### config.mk
export PLATFORM = sky130hd
export DESIGN_NAME = drss_select
export DESIGN_NICKNAME = d
export VERILOG_FILES = /design/src/design/drss_pkg.sv /design/src/design/drss_select.sv
export SDC_FILE = /design/constraint.sdc
export NUM_CORES = 1
export LEC_CHECK = 0
export BUFFER_PORTS_ARGS = -buffer_cell sky130_fd_sc_hd__buf_2
export CORE_MARGIN = 1
export CORE_UTILIZATION = 57
export DETAILED_ROUTE_END_ITERATION = 7
export PLACE_DENSITY = 0.88
export SLEW_MARGIN = 20
export SYNTH_ARGS = -nofsm -noshare
export SYNTH_HDL_FRONTEND = slang
export SYNTH_SLANG_ARGS = --single-unit
### constraint.sdc
create_clock -name clk -period 5 [get_ports clk]
set_clock_uncertainty 0.2 [all_clocks]
set_input_delay 1 -clock clk [delete_from_list [all_inputs] [get_ports clk]]
set_output_delay 1 -clock clk [all_outputs]
set_load 0.005 [all_outputs]
### src/design/drss_pkg.sv
`default_nettype none
package drss_pkg;
   // ==========================================
   // Channel and field geometry
   localparam int NUM_CH = 4;
   localparam int CODE_W = 5;

   // ==========================================
   // Select codes, bank clear
   localparam logic [4:0] SEL_INT_FALL = 5'h00;
   localparam logic [4:0] SEL_SOFTWARE = 5'h01;
   localparam logic [4:0] SEL_TA0 = 5'h02;
   localparam logic [4:0] SEL_TA4 = 5'h06;
   localparam logic [4:0] SEL_TB0 = 5'h07;
   localparam logic [4:0] SEL_TB2 = 5'h09;
   localparam logic [4:0] SEL_S0_TX = 5'h0a;
   localparam logic [4:0] SEL_S0_RX = 5'h0b;
   localparam logic [4:0] SEL_S2_TX = 5'h0c;
   localparam logic [4:0] SEL_S2_RX = 5'h0d;
   localparam logic [4:0] SEL_ADC = 5'h0e;
   localparam logic [4:0] SEL_S1 = 5'h0f;

   // ==========================================
   // Select codes, bank set
   localparam logic [4:0] SELB_CSP3 = 5'h05;
   localparam logic [4:0] SELB_BOTH_CSP4 = 5'h06;
   localparam logic [4:0] SELB_TB3_BOTH = 5'h07;
   localparam logic [4:0] SELB_TB4 = 5'h08;
   localparam logic [4:0] SELB_TB5 = 5'h09;
   localparam logic [4:0] SELB_INT_HI_FALL = 5'h10;

   // ==========================================
   // Reset values
   localparam logic RST_REQ = 1'b0;
   localparam logic RST_PIN = 1'b1;
endpackage
`default_nettype wire

### src/design/drss_select.sv
`timescale 1ns/1ps
`default_nettype none
module drss_select #(
   parameter int NUM_CH = drss_pkg::NUM_CH
) (
   input wire logic clk,
   input wire logic rst,
   input wire logic [NUM_CH*5-1:0] request_source_code,
   input wire logic [NUM_CH-1:0] source_bank_bit,
   input wire logic [NUM_CH-1:0] external_interrupt_pin,
   input wire logic [3:0] external_interrupt_pin_hi,
   input wire logic [NUM_CH-1:0] software_request,
   input wire logic [4:0] first_group_timer,
   input wire logic [5:0] second_group_timer,
   input wire logic clocked_serial_port_3,
   input wire logic clocked_serial_port_4,
   input wire logic serial_unit_0_tx,
   input wire logic serial_unit_0_rx,
   input wire logic serial0_acknowledge_event,
   input wire logic serial_unit_1_tx,
   input wire logic serial_unit_1_rx,
   input wire logic serial1_acknowledge_event,
   input wire logic serial_unit_2_tx,
   input wire logic serial_unit_2_rx,
   input wire logic serial2_acknowledge_event,
   input wire logic adc_done,
   output logic [NUM_CH-1:0] transfer_request
);

   // ==========================================
   // Elaboration checks
   // Decode table is written for exactly four channels
   if (NUM_CH != 4) begin : g_bad_num_ch
      $error("drss_select supports exactly four channels");
   end

   // Channel slices assume five-bit select codes
   if (drss_pkg::CODE_W != 5) begin : g_bad_code_w
      $error("drss_select expects five-bit select codes");
   end

   // ==========================================
   // Pin history for edge detection
   logic [NUM_CH-1:0] pin_q;
   logic [3:0] pin_hi_q;

   // Previous levels of the per-channel pins, idle high
   always_ff @(posedge clk) begin
      if (rst) begin
         pin_q <= {NUM_CH{drss_pkg::RST_PIN}};
      end else begin
         pin_q <= external_interrupt_pin;
      end
   end

   // Previous levels of pins 4 to 7, idle high
   always_ff @(posedge clk) begin
      if (rst) begin
         pin_hi_q <= {4{drss_pkg::RST_PIN}};
      end else begin
         pin_hi_q <= external_interrupt_pin_hi;
      end
   end

   logic [NUM_CH-1:0] fall;
   logic [NUM_CH-1:0] both;
   logic any_hi_fall;

   // Falling edge: high last cycle, low now
   assign fall = pin_q & ~external_interrupt_pin;

   // Either edge: level differs from last cycle
   assign both = pin_q ^ external_interrupt_pin;

   // Falling edge on any one of pins 4 to 7
   assign any_hi_fall = |(pin_hi_q & ~external_interrupt_pin_hi);

   // ==========================================
   // Per-channel source multiplexer
   logic [NUM_CH-1:0] req_d;
   logic [NUM_CH-1:0] req_q;

   // One decoder per channel
   for (genvar ch = 0; ch < NUM_CH; ch++) begin : g_ch
      localparam bit ODD = (ch % 2) == 1;
      // Select slice and the two decoded candidates
      logic [4:0] code;
      logic sel_clear;
      logic sel_set;

      // Parity-resolved events
      logic rx0_evt;
      logic rx2_evt;
      logic ser1_evt;
      logic port3_evt;
      logic bank6_evt;
      logic bank7_evt;
      logic timer4_evt;
      logic timer5_evt;

      // This channel's slice of the select field
      assign code = request_source_code[ch*drss_pkg::CODE_W +: drss_pkg::CODE_W];

      // Events whose meaning depends on channel parity
      if (ODD) begin : g_odd
         assign rx0_evt = serial_unit_0_rx | serial0_acknowledge_event;
         assign rx2_evt = serial_unit_2_rx | serial2_acknowledge_event;
         assign ser1_evt = serial_unit_1_rx | serial1_acknowledge_event;
         assign port3_evt = clocked_serial_port_3;
         assign bank6_evt = clocked_serial_port_4;
         assign bank7_evt = both[ch];
         assign timer4_evt = 1'b0;
         assign timer5_evt = 1'b0;
      end else begin : g_even
         assign rx0_evt = serial_unit_0_rx;
         assign rx2_evt = serial_unit_2_rx;
         assign ser1_evt = serial_unit_1_tx;
         assign port3_evt = 1'b0;
         assign bank6_evt = both[ch];
         assign bank7_evt = second_group_timer[3];
         assign timer4_evt = second_group_timer[4];
         assign timer5_evt = second_group_timer[5];
      end

      // Bank clear decode, unlisted codes stay quiet
      always_comb begin
         sel_clear = 1'b0;
         unique case (code) inside
            drss_pkg::SEL_INT_FALL: begin
               sel_clear = fall[ch];
            end
            drss_pkg::SEL_SOFTWARE: begin
               sel_clear = software_request[ch];
            end
            [drss_pkg::SEL_TA0:drss_pkg::SEL_TA4]: begin
               sel_clear = first_group_timer[3'(code - drss_pkg::SEL_TA0)];
            end
            [drss_pkg::SEL_TB0:drss_pkg::SEL_TB2]: begin
               sel_clear = second_group_timer[3'(code - drss_pkg::SEL_TB0)];
            end
            drss_pkg::SEL_S0_TX: begin
               sel_clear = serial_unit_0_tx;
            end
            drss_pkg::SEL_S0_RX: begin
               sel_clear = rx0_evt;
            end
            drss_pkg::SEL_S2_TX: begin
               sel_clear = serial_unit_2_tx;
            end
            drss_pkg::SEL_S2_RX: begin
               sel_clear = rx2_evt;
            end
            drss_pkg::SEL_ADC: begin
               sel_clear = adc_done;
            end
            drss_pkg::SEL_S1: begin
               sel_clear = ser1_evt;
            end
            default: begin
               sel_clear = 1'b0;
            end
         endcase
      end

      // Bank set decode, unlisted codes stay quiet
      always_comb begin
         sel_set = 1'b0;
         unique case (code)
            drss_pkg::SELB_CSP3: begin
               sel_set = port3_evt;
            end
            drss_pkg::SELB_BOTH_CSP4: begin
               sel_set = bank6_evt;
            end
            drss_pkg::SELB_TB3_BOTH: begin
               sel_set = bank7_evt;
            end
            drss_pkg::SELB_TB4: begin
               sel_set = timer4_evt;
            end
            drss_pkg::SELB_TB5: begin
               sel_set = timer5_evt;
            end
            drss_pkg::SELB_INT_HI_FALL: begin
               sel_set = any_hi_fall;
            end
            default: begin
               sel_set = 1'b0;
            end
         endcase
      end

      // Bank bit chooses which decode drives the request
      assign req_d[ch] = source_bank_bit[ch] ? sel_set : sel_clear;
   end

   // ==========================================
   // Registered request outputs
   always_ff @(posedge clk) begin
      if (rst) begin
         req_q <= {NUM_CH{drss_pkg::RST_REQ}};
      end else begin
         req_q <= req_d;
      end
   end

   // Output straight from the request flops
   assign transfer_request = req_q;

endmodule
`default_nettype wire

# Word level (Yosys, flattened, before mapping)

Index checks and enable logic that the tools add are counted.

Register bits: 12
Output and inout port bits: 4
Logic and storage cells: 130
Bits of input ports: 61

Reduce and logical (&&, ||, !) cells: 13
Equal/unequal tests: 46
Muxes and demuxes: 28
Bitwise gates (word level): 8
$add $sub $neg: 8
$lt $le $gt $ge: 24

Operators by type and width:

| kind                                                                                | count |
|---|---|
| 5-bit by 4-bit == test with 1-bit output, second input constant                     | 28 |
| 5-bit by 3-bit == test with 1-bit output, second input constant                     | 10 |
| 1-bit case mux with 10 select lines                                                 | 4 |
| 3-bit by 4-bit < comparator with 1-bit output, second input constant                | 8 |
| 1-bit binary-select mux with 3-bit select                                           | 8 |
| 5-bit by 1-bit == test with 1-bit output, second input constant                     | 4 |
| 5-bit == test, second input constant                                                | 4 |
| 5-bit by 2-bit greater-or-equal comparator with 1-bit output, second input constant | 4 |
| 5-bit by 3-bit greater-or-equal comparator with 1-bit output, second input constant | 4 |
| 5-bit by 3-bit <= comparator with 1-bit output, second input constant               | 4 |
| 5-bit by 4-bit <= comparator with 1-bit output, second input constant               | 4 |
| 5-bit logical NOT                                                                   | 4 |
| 1-bit 2-to-1 mux                                                                    | 12 |
| 3-bit by 2-bit subtractor with 3-bit output, second input constant                  | 4 |
| 3-bit subtractor, second input constant                                             | 4 |
| 1-bit case mux with 5 select lines                                                  | 2 |
| 4-bit AND                                                                           | 2 |
| 1-bit logical AND                                                                   | 8 |
| 4-bit NOT                                                                           | 2 |
| 1-bit case mux with 4 select lines                                                  | 2 |
| 4-bit OR reduction                                                                  | 1 |
| 4-bit XOR                                                                           | 1 |
| 1-bit OR                                                                            | 3 |

# Longest topological paths before layout

Depth after elaboration: 5
Gate-level depth with buffers: 8
Mapped depth without buffers: 7

# Least setup slack after synthesis

No wires, ideal clock.

Path kind: input to register
From: input port request_source_code[17]
To: register req_q[3] (netlist: transfer_request[3])
Setup slack: 2.143 ns
Stages: 8
Setup time: 0.091 ns
Arrival time: 2.566 ns
Required time: 4.709 ns
Path through: buf_2 -> inv_1 -> ha_1 -> mux2i_1 -> o21ai_0 -> a21oi_1 -> or4_1 -> a311oi_1

Cells in the longest elaborated chain, start to end: 5
Elaborated cells between the ends (all ways): 27

RTL lines:

| what                                                                                   | line                                   | source |
|---|---|---|
| from (decl)                                                                            | drss_select.sv:8                       | `input wire logic [NUM_CH*5-1:0] request_source_code,` |
| 3-bit subtractor / 3-bit by 2-bit subtractor with 3-bit output (equally long branches) | drss_select.sv:139, drss_select.sv:136 |  |
| 1-bit binary-select mux with 3-bit select (on tied branches)                           | drss_select.sv:139, drss_select.sv:136 |  |
| 1-bit 2-to-1 mux (on tied branches)                                                    | drss_select.sv:139, drss_select.sv:136 |  |
| 1-bit case mux with 10 select lines                                                    | drss_select.sv:128                     | `unique case (code) inside` |
| 1-bit 2-to-1 mux *                                                                     | drss_select.sv:194                     | `assign req_d[ch] = source_bank_bit[ch] ? sel_set : sel_clear;` |
| to (signal assigned)                                                                   | drss_select.sv:201                     | `req_q <= {NUM_CH{drss_pkg::RST_REQ}};` |
| to (signal assigned)                                                                   | drss_select.sv:203                     | `req_q <= req_d;` |
| to (decl)                                                                              | drss_select.sv:81                      | `logic [NUM_CH-1:0] req_q;` |

Every way passes the cells marked *; elsewhere a longest branch is shown, timed or not. The select of a mux whose other input is x is not followed.
A chain may end at the register's enable or synchronous reset.

# Worst setup path after layout

From: input port request_source_code[7]
To: register req_q[1] (netlist: transfer_request[1])

Same word-level chain as after synthesis.

==> impl_metrics.env <==
export IMPL_dp_cells=347
export IMPL_via_per_inst=6.33
export IMPL_ys_seq_elements=12
export IMPL_reg2reg_slack_ns=3.20
export IMPL_period_share_pct=54.7
export IMPL_seq_power_share_pct=28.8
export IMPL_fin_tns_setup_ns=0
export IMPL_n_antenna_cell=0
export IMPL_run_status="complete, no violations"
export IMPL_syn_to_final_growth_pct=17.0
export IMPL_netlist_instances=248
export IMPL_worst_slack_ns=2.26
export IMPL_synth_net_count=345
export IMPL_ys_seq_area_share_pct=11.5
export IMPL_critPathBufInv=2
export IMPL_ios=65
export IMPL_drt_initial_drc_count=202
export IMPL_r2r_end="transfer_request[3]"
export IMPL_clkLatencyLatePin_ns=0.29
export IMPL_ys_warn_count=0
export IMPL_max_cap_violations=0
export IMPL_postCtsResizedCells=0
export IMPL_grt_max_degree=14
export IMPL_drtAntennaViolNets=0
export IMPL_synthFlopType="dfxtp_1"
export IMPL_grt_overflow_total=0
export IMPL_cp_depth=8
export IMPL_synth_edff_count=0
export IMPL_ctsHtreeMaxLevel=1
export IMPL_numCtsBuffers=3
export IMPL_final_cell_mix="buf_2, ha_1, inv_1"
export IMPL_clock_root_buffer="clkbuf_4"
export IMPL_synth_avg_cell_area_um2=8.39
export IMPL_hold_violations=0
export IMPL_irDropWorstVdd_mv=0.0904
export IMPL_comb_power_share_pct=47.2
export IMPL_vias=2223
export IMPL_wl_per_cell_um=16.3
export IMPL_num_rows=21
export IMPL_cp_top_family="compound AO/OA/AOI/OAI gates"
export IMPL_syn_area_um2=2080
export IMPL_tightest_slew_ns=0.663
export IMPL_r2r_start="pin_hi_q[1]"
export IMPL_antenna_found_initial=0
export IMPL_max_slew_margin_pct=55.7
export IMPL_power_net_switching_w=0.000133
export IMPL_crit_path_end="transfer_request[1]"
export IMPL_switching_share_pct=37.5
export IMPL_min_path_type="in2reg"
export IMPL_cts_sinks=12
export IMPL_final_cells=351
export IMPL_max_stage_delay_ns=0.52
export IMPL_power_density_nw_per_um2=146
export IMPL_synthArstFlopShare_pct=0
export IMPL_cp_data_arrival_time_ns=2.74
export IMPL_worstPathMaxFanout=11
export IMPL_drc=0
export IMPL_post_place_ws_ns=2.00
export IMPL_fin_crit_ns=2.74
export IMPL_coreArea_um2=3420
export IMPL_tritoncts="built"
export IMPL_rr_worst_depth=5
export IMPL_postCtsSetupBuffers=0
export IMPL_clockBufferDepth=2
export IMPL_setup_viol_count_final=0
export IMPL_drt_total_wl_mm=5.72
export IMPL_rsz0062_at_grt="false"
export IMPL_synth_cell_types=58
export IMPL_worstSetupPathType="in2reg"
export IMPL_cp_slowest_cell="a2111oi_0"
export IMPL_hpwl_mm=4.44
export IMPL_holdWs_ns=0.702
export IMPL_cp_startpoint="request_source_code[7]"
export IMPL_p_int_w=0.000222
export IMPL_crit_path_end_kind="flip-flop"
export IMPL_area_sequential_um2=240
export IMPL_maxSlewViolCount=0
export IMPL_multi_input_area_um2=1700
export IMPL_finalNetCount=403
export IMPL_first_global_vias=2039
export IMPL_p_clk_share_pct=24.0
export IMPL_dieWidth_um=62.4
export IMPL_die_h_um=62.4
export IMPL_final_common_cell="buf_2"
export IMPL_cp_required_ns=5.00
export IMPL_crit_chain="buf_2, inv_1, ha_1, nand2b_1, a2111oi_0, a21boi_0, nor4_1, o41ai_1"
export IMPL_drive_gt1_share_pct=28.5
export IMPL_port_buffers=64
export IMPL_gp_congestion=0.970
export IMPL_path_clk_slew_ns=0.10
export IMPL_startpoint_type="primary input"
export IMPL_grt_usage_pct=29.9
export IMPL_max_freq_ghz=0.366
export IMPL_grt_pass1_wl_mm=9.48
export IMPL_p_leak_nw=1.15
export IMPL_cts_hold_fix_buffers=0
export IMPL_start_util_pct=60.9
export IMPL_fillers=285
export IMPL_dieArea_um2=3900
export IMPL_dr_pass1_iters=5
[synthesized netlist by cell type (2+ instances only)]
master	instances	area share (%)
a21o_1	2	0.72
nor2_1	6	1.1
nor3_1	5	1.2
o211a_1	3	1.4
or4_1	2	0.72
xnor2_1	3	1.3
a22oi_1	3	1.1
a311oi_1	5	2.1
a41oi_1	3	1.3
a211oi_1	6	2.2
nand4_1	3	0.90
a21bo_2	2	0.96
a221oi_1	10	4.2
nand2_1	18	3.2
nand2b_1	9	2.7
o2111ai_1	2	0.84
ha_1	36	22
a31oi_1	6	1.8
buf_4	2	0.72
nor4b_1	2	0.84
o41ai_1	2	0.84
o211ai_1	2	0.72
o21ai_0	9	2.2
nor3b_1	2	0.72
mux2i_1	9	4.3
inv_1	21	3.8
or2_2	8	2.4
mux2_2	4	2.2
dfxtp_1	12	12
a21oi_1	7	1.7
nand3_1	4	0.96
a21boi_0	2	0.72
buf_2	2	0.48
a22o_1	4	1.7
a211o_1	2	0.84
or3_1	2	0.60
clkbuf_1	5	0.90
mux4_2	3	3.2
[flip-flops by register name (all words and copies together) (netlist names)]
signal	count
pin_q	4
pin_hi_q	4
transfer_request	4
[area by class of cell]
class,instances,share of cell area [%]
inverters,21,3.24
well taps,46,2.36
flip-flops and latches,12,9.87
multi-input cells,204,69.9
repair buffers,64,13.2
clock buffers,4,1.49
[power by group through the flow]
stage	clock network (W)	logic, W	registers, W
6_report	0.0000852	0.000168	0.000102
3_3_place_gp	0	0.000160	0.000104
5_1_grt	0.0000910	0.000184	0.000103
2_1_floorplan	0	0.000103	0.000105
3_5_place_dp	0	0.000163	0.000105
4_1_cts	0.0000869	0.000165	0.000102
[metal layers]
metal  vias to the layer above  part of all wire (%)  global-route usage (%)
li1                       1065                     -                       -
met1                      1025                    43                    39.6
met2                       114                    46                    49.5
met3                        19                   8.0                    4.38
met4                         0                   3.2                    9.88
met5                         -                     0                       0
[worst register-to-register path, stage by stage (launching register included)]
cell       delay (ns)
dfxtp_1          0.32
inv_1            0.04
o2111ai_1        0.56
a41oi_1          0.19
o21a_1           0.20
a311oi_1         0.22
[worst min-delay path by stage]
stage	startpoint	to	cells past startpoint
2_1_floorplan	pin_hi_q[2]	transfer_request[1]	5
3_3_place_gp	pin_q[2]	transfer_request[2]	6
3_5_place_dp	pin_q[2]	transfer_request[2]	6
4_1_cts	source_bank_bit[1]	transfer_request[1]	2
5_1_grt	external_interrupt_pin_hi[0]	pin_hi_q[0]	2
6_report	external_interrupt_pin[2]	pin_q[2]	2
[logic make-up (layout without fill, tap and decap cells)]
logic type	Yosys count	after routing	synth area share, %
buffers and inverters	32	89	6.67
multiplexers	18	18	11.5
AO/OA/AOI/OAI	78	78	29.0
AND/OR/NAND/NOR	68	68	17.9
flip-flops	12	12	11.5
adder cells (fa/ha/maj)	36	36	21.6
XOR/XNOR	4	4	1.68
[through the flow]
stage	total power, W	util (%)	instance area, um^2
after floorplan	0.000208	-	2080
after global placement	0.000264	70.2	2400
after detailed placement	0.000268	70.2	2400
after CTS	0.000354	71.3	2430
after global routing	0.000378	71.3	2430
final	0.000355	71.3	2430
(Power assumes the default switching activity.)
